<file path="config.mk">
export PLATFORM = sky130hd
export DESIGN_NAME = fpr_top
export DESIGN_NICKNAME = d
export VERILOG_FILES = /design/src/design/fpr_sync3.v /design/src/design/fpr_ramp.v /design/src/design/fpr_top.v
export VERILOG_INCLUDE_DIRS = /design/src /design/src/design
export SDC_FILE = /design/constraint.sdc
export NUM_CORES = 1
export LEC_CHECK = 0
export ABC_CLOCK_PERIOD_IN_PS = 9700
export BUFFER_PORTS_ARGS = -buffer_cell sky130_fd_sc_hd__buf_2
export CAP_MARGIN = 5
export CELL_PAD_IN_SITES_DETAIL_PLACEMENT = 2
export CELL_PAD_IN_SITES_GLOBAL_PLACEMENT = 2
export CORE_MARGIN = 2
export CORE_UTILIZATION = 37
export DETAILED_ROUTE_END_ITERATION = 12
export GPL_TIMING_DRIVEN = 0
export PLACE_DENSITY_LB_ADDON = 0.1
export SETUP_SLACK_MARGIN = 0.5
export SLEW_MARGIN = 20
export SYNTH_ARGS = -nofsm -noshare
export SYNTH_HDL_FRONTEND = slang
export SYNTH_SLANG_ARGS = --single-unit
</file>
<file path="constraint.sdc">
create_clock -name aclk -period 9.7 [get_ports aclk]
set_input_delay 0.485 -clock aclk [delete_from_list [all_inputs] [get_ports aclk]]
set_output_delay 0.485 -clock aclk [all_outputs]
set_load 0.01 [all_outputs]
</file>
<file path="src/design/fpr_regs.vh">
// Purpose: Register map and timing constants of the fan drive ramp block
// Assumes: AXI4-Lite byte address is four times the register index
// Notes:   Duty 8'hFF is 100 percent; 255 steps make a full ramp
//
// Summary of operation
// - Lock set: writes to the three range/frequency registers are ignored.
// - Lock set: the remote-1 ramp control register ignores writes.
// - Remote-1 governed drives slew toward new duty at the coded rate.
// - Normal table: codes give steps 1,2,3,4,8,12,24,48; 37.5 s down to 0.8 s.
// - Slow table: same steps, full ramp takes 52.2 s down to 1.1 s.
// - One slow bit, shared by drives 1 to 3, makes the chosen ramp four times slower.
// - Smoothing on remote-1 drives only while smoothing enable is one.
// - Lockstep one: speed senses 2, 3 and 4 pair with fan drive 3.
// - Lockstep zero: only speed senses 3 and 4 pair with fan drive 3.
// - Floor-select bits choose off or minimum for drives 1 to 3.
// - Below start minus hysteresis: floor 0 gives zero duty, 1 gives minimum.
// - Ramp control register resets to all zeros.
`ifndef FPR_REGS_VH
`define FPR_REGS_VH

////////////////////////////////////////////////////////////////////////////////
// Register indices (byte address = index * 4)
`define FPR_IDX_CFG6        10'h010
`define FPR_IDX_DUTY1       10'h030
`define FPR_IDX_DUTY2       10'h031
`define FPR_IDX_DUTY3       10'h032
`define FPR_IDX_CFG1        10'h040
`define FPR_IDX_RANGE1      10'h05F
`define FPR_IDX_RANGE2      10'h060
`define FPR_IDX_RANGE3      10'h061
`define FPR_IDX_RCTL1       10'h062

////////////////////////////////////////////////////////////////////////////////
// Reset values
`define FPR_RST_CFG1        8'h00
`define FPR_RST_CFG6        8'h00
`define FPR_RST_RANGE       8'hC4
`define FPR_RST_RCTL1       8'h00

////////////////////////////////////////////////////////////////////////////////
// Field positions
`define FPR_CFG1_LOCK       1
`define FPR_CFG6_SLOW       7
`define FPR_CFG6_X4_R1      0
`define FPR_RCTL_RATE_HI    2
`define FPR_RCTL_RATE_LO    0
`define FPR_RCTL_EN         3
`define FPR_RCTL_SYNC       4
`define FPR_RCTL_FLOOR_LO   5

////////////////////////////////////////////////////////////////////////////////
// Timing
`define FPR_CLK_HZ          25000000
`define FPR_FULL_STEPS      255
`define FPR_RAMP_FAST_DS    375
`define FPR_RAMP_SLOW_DS    522
`define FPR_SLOW_FACTOR     2'h3

////////////////////////////////////////////////////////////////////////////////
// Bus answers
`define FPR_RESP_OKAY       2'h0
`define FPR_RESP_SLVERR     2'h2

`endif

</file>
<file path="src/design/fpr_sync3.v">
// Purpose: Three-stage synchroniser for pin inputs
// Assumes: Inputs asynchronous to aclk
// Notes:   Output follows only when stages two and three agree
`timescale 1ns/10ps
`default_nettype none
module fpr_sync3 #(
   parameter W = 3
) (
   // Clock and reset
   input  wire         aclk,
   input  wire         aresetn,
   // Pins and filtered levels
   input  wire [W-1:0] pin_in,
   output reg  [W-1:0] level_reg
);
   reg  [W-1:0] s1_reg;
   reg  [W-1:0] s2_reg;
   reg  [W-1:0] s3_reg;
   wire [W-1:0] agree;

   // First stage feeds only the second
   assign agree = ~(s2_reg ^ s3_reg);

   always @(posedge aclk) begin
      if (!aresetn) begin
         s1_reg    <= {W{1'b0}};
         s2_reg    <= {W{1'b0}};
         s3_reg    <= {W{1'b0}};
         level_reg <= {W{1'b0}};
      end else begin
         s1_reg    <= pin_in;
         s2_reg    <= s1_reg;
         s3_reg    <= s2_reg;
         level_reg <= (level_reg & ~agree) | (s3_reg & agree);
      end
   end
endmodule
`default_nettype wire

</file>
<file path="src/design/fpr_ramp.v">
// Purpose: Slew limiter for one fan drive duty
// Assumes: slot_tick is a one-cycle enable
// Notes:   Never overshoots the target
`timescale 1ns/10ps
`default_nettype none
module fpr_ramp #(
   parameter W = 8
) (
   // Clock and reset
   input  wire         aclk,
   input  wire         aresetn,
   // Control
   input  wire         smooth,
   input  wire         slot_tick,
   input  wire [W-1:0] step,
   input  wire [W-1:0] target,
   // Duty
   output reg  [W-1:0] duty_reg
);
   reg [W-1:0] duty_next;
   reg [W-1:0] diff;

   always @* begin
      duty_next = duty_reg;
      diff      = {W{1'b0}};
      if (!smooth) begin
         duty_next = target;
      end else if (slot_tick) begin
         if (target > duty_reg) begin
            diff      = target - duty_reg;
            duty_next = (diff > step) ? duty_reg + step : target;
         end else begin
            diff      = duty_reg - target;
            duty_next = (diff > step) ? duty_reg - step : target;
         end
      end
   end

   always @(posedge aclk) begin
      if (!aresetn) begin
         duty_reg <= {W{1'b0}};
      end else begin
         duty_reg <= duty_next;
      end
   end
endmodule
`default_nettype wire

</file>
<file path="src/design/fpr_top.v">
// Purpose: Fan drive ramp smoothing, floors and speed-sense pairing
// Assumes: 25 MHz aclk, AXI4-Lite slave, 8-bit registers in lane 0
// Notes:   Unmapped addresses answer SLVERR; locked writes answer OKAY
`timescale 1ns/10ps
`default_nettype none
`include "fpr_regs.vh"
module fpr_top #(
   parameter AW            = 12,
   parameter SLOT_FAST_CYC = `FPR_RAMP_FAST_DS * (`FPR_CLK_HZ / 10) / `FPR_FULL_STEPS,
   parameter SLOT_SLOW_CYC = `FPR_RAMP_SLOW_DS * (`FPR_CLK_HZ / 10) / `FPR_FULL_STEPS
) (
   // Clock and reset
   input  wire          aclk,
   input  wire          aresetn,
   // AXI4-Lite write address
   input  wire [AW-1:0] s_axi_awaddr,
   input  wire          s_axi_awvalid,
   output reg           s_axi_awready,
   // AXI4-Lite write data
   input  wire [31:0]   s_axi_wdata,
   input  wire [3:0]    s_axi_wstrb,
   input  wire          s_axi_wvalid,
   output reg           s_axi_wready,
   // AXI4-Lite write response
   output reg  [1:0]    s_axi_bresp,
   output reg           s_axi_bvalid,
   input  wire          s_axi_bready,
   // AXI4-Lite read address
   input  wire [AW-1:0] s_axi_araddr,
   input  wire          s_axi_arvalid,
   output reg           s_axi_arready,
   // AXI4-Lite read data
   output reg  [31:0]   s_axi_rdata,
   output reg  [1:0]    s_axi_rresp,
   output reg           s_axi_rvalid,
   input  wire          s_axi_rready,
   // Automatic control inputs, bit i for drive i+1
   input  wire [2:0]    auto_mode,
   input  wire [2:0]    remote1_governs,
   input  wire [2:0]    low_temp,
   input  wire [7:0]    drive1_target,
   input  wire [7:0]    drive2_target,
   input  wire [7:0]    drive3_target,
   input  wire [7:0]    drive1_min,
   input  wire [7:0]    drive2_min,
   input  wire [7:0]    drive3_min,
   // Duty outputs
   output wire [7:0]    fan_drive_1,
   output wire [7:0]    fan_drive_2,
   output wire [7:0]    fan_drive_3,
   // Speed sense pins
   input  wire          speed_sense_2,
   input  wire          speed_sense_3,
   input  wire          speed_sense_4,
   // Senses paired with fan drive 3
   output reg  [2:0]    drive3_sense_sel,
   output reg  [2:0]    drive3_sense
);

   ////////////////////////////////////////////////////////////////////////////
   // Helpers

   function [7:0] step_of;
      input [2:0] code;
      begin
         case (code)
            3'h0:    step_of = 8'h01;
            3'h1:    step_of = 8'h02;
            3'h2:    step_of = 8'h03;
            3'h3:    step_of = 8'h04;
            3'h4:    step_of = 8'h08;
            3'h5:    step_of = 8'h0C;
            3'h6:    step_of = 8'h18;
            3'h7:    step_of = 8'h30;
            default: step_of = 8'h01;
         endcase
      end
   endfunction

   function is_mapped;
      input [9:0] idx;
      begin
         case (idx)
            `FPR_IDX_CFG1,
            `FPR_IDX_CFG6,
            `FPR_IDX_DUTY1,
            `FPR_IDX_DUTY2,
            `FPR_IDX_DUTY3,
            `FPR_IDX_RANGE1,
            `FPR_IDX_RANGE2,
            `FPR_IDX_RANGE3,
            `FPR_IDX_RCTL1: is_mapped = 1'b1;
            default:        is_mapped = 1'b0;
         endcase
      end
   endfunction

   function [7:0] floor_of;
      input       auto_on;
      input       low;
      input       floor_min;
      input [7:0] target;
      input [7:0] min_duty;
      begin
         if (auto_on && low) begin
            floor_of = floor_min ? min_duty : 8'h00;
         end else begin
            floor_of = target;
         end
      end
   endfunction

   ////////////////////////////////////////////////////////////////////////////
   // Registers

   reg  [7:0]    cfg1_reg;
   reg  [7:0]    cfg6_reg;
   reg  [7:0]    range1_reg;
   reg  [7:0]    range2_reg;
   reg  [7:0]    range3_reg;
   reg  [7:0]    rctl1_reg;

   // Write channel state
   reg           aw_full_reg;
   reg           w_full_reg;
   reg  [AW-1:0] awaddr_reg;
   reg  [7:0]    wdata_reg;
   reg           wlane_reg;

   wire [9:0]    widx;
   wire [9:0]    ridx;
   wire          do_write;
   wire          locked;
   wire          wr_en;

   assign widx     = awaddr_reg[11:2];
   assign ridx     = s_axi_araddr[11:2];
   assign do_write = aw_full_reg && w_full_reg && !s_axi_bvalid;
   assign locked   = cfg1_reg[`FPR_CFG1_LOCK];
   assign wr_en    = do_write && wlane_reg;

   ////////////////////////////////////////////////////////////////////////////
   // Write address and data, taken in either order

   always @(posedge aclk) begin
      if (!aresetn) begin
         s_axi_awready <= 1'b0;
         aw_full_reg   <= 1'b0;
         awaddr_reg    <= {AW{1'b0}};
      end else if (s_axi_awvalid && s_axi_awready) begin
         s_axi_awready <= 1'b0;
         aw_full_reg   <= 1'b1;
         awaddr_reg    <= s_axi_awaddr;
      end else if (do_write) begin
         aw_full_reg   <= 1'b0;
      end else if (!aw_full_reg && !s_axi_bvalid) begin
         s_axi_awready <= 1'b1;
      end
   end

   always @(posedge aclk) begin
      if (!aresetn) begin
         s_axi_wready <= 1'b0;
         w_full_reg   <= 1'b0;
         wdata_reg    <= 8'h00;
         wlane_reg    <= 1'b0;
      end else if (s_axi_wvalid && s_axi_wready) begin
         s_axi_wready <= 1'b0;
         w_full_reg   <= 1'b1;
         wdata_reg    <= s_axi_wdata[7:0];
         wlane_reg    <= s_axi_wstrb[0];
      end else if (do_write) begin
         w_full_reg   <= 1'b0;
      end else if (!w_full_reg && !s_axi_bvalid) begin
         s_axi_wready <= 1'b1;
      end
   end

   always @(posedge aclk) begin
      if (!aresetn) begin
         s_axi_bvalid <= 1'b0;
         s_axi_bresp  <= `FPR_RESP_OKAY;
      end else if (do_write) begin
         s_axi_bvalid <= 1'b1;
         s_axi_bresp  <= is_mapped(widx) ? `FPR_RESP_OKAY : `FPR_RESP_SLVERR;
      end else if (s_axi_bvalid && s_axi_bready) begin
         s_axi_bvalid <= 1'b0;
      end
   end

   ////////////////////////////////////////////////////////////////////////////
   // Register writes

   always @(posedge aclk) begin
      if (!aresetn) begin
         cfg1_reg   <= `FPR_RST_CFG1;
         cfg6_reg   <= `FPR_RST_CFG6;
         range1_reg <= `FPR_RST_RANGE;
         range2_reg <= `FPR_RST_RANGE;
         range3_reg <= `FPR_RST_RANGE;
         rctl1_reg  <= `FPR_RST_RCTL1;
      end else if (wr_en) begin
         case (widx)
            `FPR_IDX_CFG1: begin
               // Lock holds until reset
               cfg1_reg <= wdata_reg | (cfg1_reg & (8'h01 << `FPR_CFG1_LOCK));
            end
            `FPR_IDX_CFG6:   cfg6_reg <= wdata_reg;
            `FPR_IDX_RANGE1: if (!locked) range1_reg <= wdata_reg;
            `FPR_IDX_RANGE2: if (!locked) range2_reg <= wdata_reg;
            `FPR_IDX_RANGE3: if (!locked) range3_reg <= wdata_reg;
            `FPR_IDX_RCTL1:  if (!locked) rctl1_reg <= wdata_reg;
            default:         cfg1_reg <= cfg1_reg;
         endcase
      end
   end

   ////////////////////////////////////////////////////////////////////////////
   // Read channel, answer one cycle after the address is taken

   reg [7:0] rd_mux;

   always @* begin
      case (ridx)
         `FPR_IDX_CFG1:   rd_mux = cfg1_reg;
         `FPR_IDX_CFG6:   rd_mux = cfg6_reg;
         `FPR_IDX_DUTY1:  rd_mux = fan_drive_1;
         `FPR_IDX_DUTY2:  rd_mux = fan_drive_2;
         `FPR_IDX_DUTY3:  rd_mux = fan_drive_3;
         `FPR_IDX_RANGE1: rd_mux = range1_reg;
         `FPR_IDX_RANGE2: rd_mux = range2_reg;
         `FPR_IDX_RANGE3: rd_mux = range3_reg;
         `FPR_IDX_RCTL1:  rd_mux = rctl1_reg;
         default:         rd_mux = 8'h00;
      endcase
   end

   always @(posedge aclk) begin
      if (!aresetn) begin
         s_axi_arready <= 1'b0;
         s_axi_rvalid  <= 1'b0;
         s_axi_rdata   <= 32'h00000000;
         s_axi_rresp   <= `FPR_RESP_OKAY;
      end else if (s_axi_arvalid && s_axi_arready) begin
         s_axi_arready <= 1'b0;
         s_axi_rvalid  <= 1'b1;
         s_axi_rdata   <= {24'h000000, rd_mux};
         s_axi_rresp   <= is_mapped(ridx) ? `FPR_RESP_OKAY : `FPR_RESP_SLVERR;
      end else if (s_axi_rvalid && s_axi_rready) begin
         s_axi_rvalid  <= 1'b0;
      end else if (!s_axi_rvalid) begin
         s_axi_arready <= 1'b1;
      end
   end

   ////////////////////////////////////////////////////////////////////////////
   // Ramp time slot divider

   reg  [23:0] slot_cnt_reg;
   reg  [1:0]  quad_cnt_reg;
   reg         slot_tick_reg;
   wire [23:0] slot_last;
   wire        slot_end;
   wire        x4_slow;

   // Slow table stretches every slot, so codes keep their step sizes
   assign slot_last = cfg6_reg[`FPR_CFG6_SLOW] ?
                      SLOT_SLOW_CYC[23:0] - 24'h000001 :
                      SLOT_FAST_CYC[23:0] - 24'h000001;
   assign slot_end  = (slot_cnt_reg >= slot_last);
   assign x4_slow   = cfg6_reg[`FPR_CFG6_X4_R1];

   always @(posedge aclk) begin
      if (!aresetn) begin
         slot_cnt_reg  <= 24'h000000;
         quad_cnt_reg  <= 2'h0;
         slot_tick_reg <= 1'b0;
      end else if (slot_end) begin
         slot_cnt_reg  <= 24'h000000;
         quad_cnt_reg  <= quad_cnt_reg + 2'h1;
         // Only one slot in four steps when slowed
         slot_tick_reg <= !x4_slow || (quad_cnt_reg == `FPR_SLOW_FACTOR);
      end else begin
         slot_cnt_reg  <= slot_cnt_reg + 24'h000001;
         slot_tick_reg <= 1'b0;
      end
   end

   ////////////////////////////////////////////////////////////////////////////
   // Drive duty: floor, then slew or direct

   wire [7:0] step;
   wire       smooth_en;
   wire [2:0] smooth;
   wire [2:0] floor_min;
   wire [7:0] eff1;
   wire [7:0] eff2;
   wire [7:0] eff3;

   assign step      = step_of(rctl1_reg[`FPR_RCTL_RATE_HI:`FPR_RCTL_RATE_LO]);
   assign smooth_en = rctl1_reg[`FPR_RCTL_EN];
   assign smooth    = remote1_governs & {3{smooth_en}};
   assign floor_min = rctl1_reg[`FPR_RCTL_FLOOR_LO+2:`FPR_RCTL_FLOOR_LO];
   assign eff1 = floor_of(auto_mode[0], low_temp[0], floor_min[0], drive1_target, drive1_min);
   assign eff2 = floor_of(auto_mode[1], low_temp[1], floor_min[1], drive2_target, drive2_min);
   assign eff3 = floor_of(auto_mode[2], low_temp[2], floor_min[2], drive3_target, drive3_min);

   fpr_ramp #(.W(8)) u_ramp1 (
      .aclk      (aclk),
      .aresetn   (aresetn),
      .smooth    (smooth[0]),
      .slot_tick (slot_tick_reg),
      .step      (step),
      .target    (eff1),
      .duty_reg  (fan_drive_1)
   );

   fpr_ramp #(.W(8)) u_ramp2 (
      .aclk      (aclk),
      .aresetn   (aresetn),
      .smooth    (smooth[1]),
      .slot_tick (slot_tick_reg),
      .step      (step),
      .target    (eff2),
      .duty_reg  (fan_drive_2)
   );

   fpr_ramp #(.W(8)) u_ramp3 (
      .aclk      (aclk),
      .aresetn   (aresetn),
      .smooth    (smooth[2]),
      .slot_tick (slot_tick_reg),
      .step      (step),
      .target    (eff3),
      .duty_reg  (fan_drive_3)
   );

   ////////////////////////////////////////////////////////////////////////////
   // Speed sense pairing with fan drive 3

   wire [2:0] sense_lvl;

   fpr_sync3 #(.W(3)) u_sync (
      .aclk      (aclk),
      .aresetn   (aresetn),
      .pin_in    ({speed_sense_4, speed_sense_3, speed_sense_2}),
      .level_reg (sense_lvl)
   );

   always @(posedge aclk) begin
      if (!aresetn) begin
         drive3_sense_sel <= 3'h0;
         drive3_sense     <= 3'h0;
      end else begin
         // Bit 0 is sense 2, bit 2 is sense 4
         drive3_sense_sel <= {2'h3, rctl1_reg[`FPR_RCTL_SYNC]};
         drive3_sense     <= sense_lvl & {2'h3, rctl1_reg[`FPR_RCTL_SYNC]};
      end
   end

endmodule
`default_nettype wire

</file>
==> load_flow_metrics.sql <==
INSERT INTO impl_metrics (metric_group, metric, value, unit) VALUES
('timing', 'final-max-slew-violation-count', '0', ''),
('die', 'initial_utilization', '37.8', '%'),
('synth', 'synth_async_sr_flop_share', '0', '%'),
('global_route', 'globalRouteTotalUtil', '26.8', '%'),
('timing', 'post-route-worst-setup-slack', '5.01', 'ns'),
('power', 'vdd_drop_max', '122', 'uV'),
('hold_path', 'hold_path_class', 'in2reg', ''),
('detailed_routing', 'route.antenna.remaining_nets', '0', ''),
('detailed_routing', 'route.detailed.wl_per_inst', '21.9', 'um'),
('synth', 'synth_top_family_by_area', 'compound AO/OA/AOI/OAI gates', ''),
('global_route', 'antenna_violations_before_repair', '2', ''),
('timing', 'min_period', '4.69', 'ns'),
('synth', 'post_synth_xor_area_fraction', '4.90', '%'),
('power', 'power.leakage', '6.23', 'nW'),
('status', 'status', 'completed', ''),
('clock_tree', 'cts_root_buffer', 'sky130_fd_sc_hd__clkbuf_16', ''),
('detailed_routing', 'drt_first_iter_violations', '537', ''),
('global_route', 'largest_net_degree_at_the_start_of_global_routing', '17', ''),
('timing', 'totalNegativeSetupSlack', '0', 'ns'),
('clock_tree', 'cts_num_sinks', '158', ''),
('die', 'fp-row-count', '66', ''),
('layout', 'layout.nets', '1946', ''),
('synth', 'synth-seq-area-share', '25.6', '%'),
('timing', 'fmaxAchievable', '213', 'MHz'),
('timing', 'fin_skew', '0.0152', 'ns'),
('detailed_routing', 'routed_via_density', '5.62', ''),
('die', 'vert_die_dim', '187', 'um'),
('clock_tree', 'ctsHtreeMaxLevel', '4', ''),
('synth', 'synthesis.area', '12400', 'um^2'),
('placed_design', 'place_hpwl', '36000', 'um'),
('timing', 'finalSetupViolCount', '0', ''),
('synth', 'synthesis_stage_register_bit_count', '158', ''),
('detailed_routing', 'wirelength', '47000', 'um'),
('layout', 'layout.cells.most_common_list', 'sky130_fd_sc_hd__dfxtp_1, sky130_fd_sc_hd__nand2_1, sky130_fd_sc_hd__buf_2', ''),
('global_route', 'grt_pass1_vias', '13200', ''),
('worst_setup_path', 'timing_worst_setup_path_type', 'reg2reg', ''),
('synth', 'syn_area_per_cell', '8.21', 'um^2'),
('job', 'maxCapViolations', '0', ''),
('synth', 'top_cell_type_by_total_area_after_synthesis', 'sky130_fd_sc_hd__dfxtp_1', ''),
('clock_tree', 'clock_input_transition_at_the_sequential_cells_of_the_worst_setup_and_hold_paths', '0.07', 'ns'),
('clock_tree', 'worstSkewPairLatency', '0.44', 'ns'),
('clock_tree', 'hold_buffers', '0', ''),
('die', 'io_pins', '198', ''),
('die', 'die_w', '187', 'um'),
('synth', 'yosys.area_share.adder', '14.2', '%'),
('detailed_routing', 'remaining_drc_errors', '0', ''),
('clock_tree', 'clock_tree_from_tritoncts', 'built', ''),
('worst_setup_path', 'largest_driver_fanout_on_the_critical_path', '11', ''),
('global_route', 'global_route.overflow_total', '0', ''),
('timing', 'layout_worst_path_cycle_share', '48.4', '%'),
('timing', 'count_of_final_hold_check_violations', '0', ''),
('synth', 'yosys.cell_types.count', '110', ''),
('layout', 'fillerInstances', '3860', ''),
('placed_design', 'pre_cts_ws', '4.71', 'ns'),
('detailed_routing', 'first_pass_iters', '5', ''),
('worst_setup_path', 'startpoint_type', 'flop', ''),
('synth', 'synth-compound-area-share', '21.1', '%'),
('die', 'floorplan.core_area', '32700', 'um^2'),
('placed_design', 'numPortBuffers', '134', ''),
('worst_setup_path', 'required_time_of_the_critical_path', '10.03', 'ns'),
('layout', 'mostFrequentLayoutCell', 'sky130_fd_sc_hd__dfxtp_1', ''),
('power', 'power_density', '147', 'nW/um^2'),
('detailed_routing', 'route.vias.total', '12000', ''),
('placed_design', 'placed_cells', '2107', ''),
('global_route', 'first_pass_grt_wire_length', '73900', 'um'),
('layout', 'number_of_flip_flops_in_the_largest_register', '24', ''),
('clock_tree', 'number_of_cells_upsized_or_downsized_after_cts', '0', ''),
('die', 'dieArea', '34900', 'um^2'),
('synth', 'synth-warning-count', '0', ''),
('timing', 'maxSlewHeadroom', '24.5', '%'),
('worst_setup_path', 'cp_data_arrival_time', '5.02', 'ns');
## routing by layer
layer / share of wire (%) / track usage, % / vias to the layer above
met5: 0.028 / 0 / -
met1: 44 / 32.8 / 6025
li1: - / - / 5689
met2: 50 / 48.5 / 240
met4: 2.6 / 8.79 / 2
met3: 3.1 / 3.17 / 78
## synth_stat cells (19+ instances only)
master                       n
sky130_fd_sc_hd__and3_1     26
sky130_fd_sc_hd__and2_1     25
sky130_fd_sc_hd__dfxtp_1   158
sky130_fd_sc_hd__clkbuf_1   29
sky130_fd_sc_hd__nor3_1     29
sky130_fd_sc_hd__a21oi_1    98
sky130_fd_sc_hd__nand4_1    31
sky130_fd_sc_hd__nand3_1    43
sky130_fd_sc_hd__nand2_1   156
sky130_fd_sc_hd__xor2_1     24
sky130_fd_sc_hd__buf_4      31
sky130_fd_sc_hd__nor2_1    128
sky130_fd_sc_hd__a22oi_1    19
sky130_fd_sc_hd__mux2i_1    64
sky130_fd_sc_hd__a21o_1     21
sky130_fd_sc_hd__inv_1      99
sky130_fd_sc_hd__ha_1      126
sky130_fd_sc_hd__o21ai_0    52
sky130_fd_sc_hd__xnor2_1    42
## path summary, 6_finish.rpt
path                          startpoint                          endpoint  slack (ns)  cells after the start
min                              aresetn       drive3_sense_sel[1]$_DFF_P_        0.17                      1
max reg2reg    rctl1_reg[5]$_SDFFE_PN0P_  u_ramp1.duty_reg[4]$_SDFFE_PN0P_        5.01                     18
min reg2reg  u_sync.s1_reg[0]$_SDFF_PN0_       u_sync.s2_reg[0]$_SDFF_PN0_        0.45                      1
max            rctl1_reg[5]$_SDFFE_PN0P_  u_ramp1.duty_reg[4]$_SDFFE_PN0P_        5.01                     18
## power breakdown
part           switching, mW  internal (mW)
logic                  0.379          0.267
registers             0.0371          0.667
clock network          0.334          0.416
## final cells by class
class                   count  area (um^2)  share of cell area [%]
diodes                      2         5.00                  0.0350
plain buffers              93          576                    4.02
clock buffers              17          425                    2.97
clock inverters            15          195                    1.36
inverters                 101          379                    2.65
multi-input cells        1179         8350                    58.3
flip-flops and latches    158         3160                    22.1
well taps                 442          553                    3.86
repair buffers            134          671                    4.69
## cell families (layout without fill, tap and decap cells)
kind of cell,count (synthesis),count (layout)
compound gates,361,361
xor+xnor,67,67
fa+ha+maj,135,135
buf+inv,194,360
flops,158,158
mux,68,68
other cells,1,28
simple gates,522,522
## critical path, stage by stage (launching register included)
cell	delay, ns
sky130_fd_sc_hd__dfxtp_1	0.30
sky130_fd_sc_hd__buf_2	0.21
sky130_fd_sc_hd__nand4_1	0.14
sky130_fd_sc_hd__a21boi_0	0.62
sky130_fd_sc_hd__inv_1	0.11
sky130_fd_sc_hd__ha_1	0.30
sky130_fd_sc_hd__buf_2	0.21
sky130_fd_sc_hd__nand2_1	0.08
sky130_fd_sc_hd__o211ai_1	0.29
sky130_fd_sc_hd__xor2_1	0.12
sky130_fd_sc_hd__ha_1	0.33
sky130_fd_sc_hd__and3_1	0.18
sky130_fd_sc_hd__nand4_1	0.14
sky130_fd_sc_hd__a221o_1	0.32
sky130_fd_sc_hd__a31oi_1	0.27
sky130_fd_sc_hd__nand2_1	0.19
sky130_fd_sc_hd__o21ai_2	0.35
sky130_fd_sc_hd__nor3_1	0.11
sky130_fd_sc_hd__a2111oi_2	0.31
## stage by stage
step                util (%)  hold WS (ns)  instance area [um^2]
floorplan                  -         0.412                 12500
global placement        41.9         0.415                 13700
detailed placement      41.9         0.432                 13700
CTS                     43.8         0.168                 14300
global route            43.8         0.174                 14300
finish                  43.8         0.173                 14300
No activity file was read; power rests on OpenSTA's default activity.
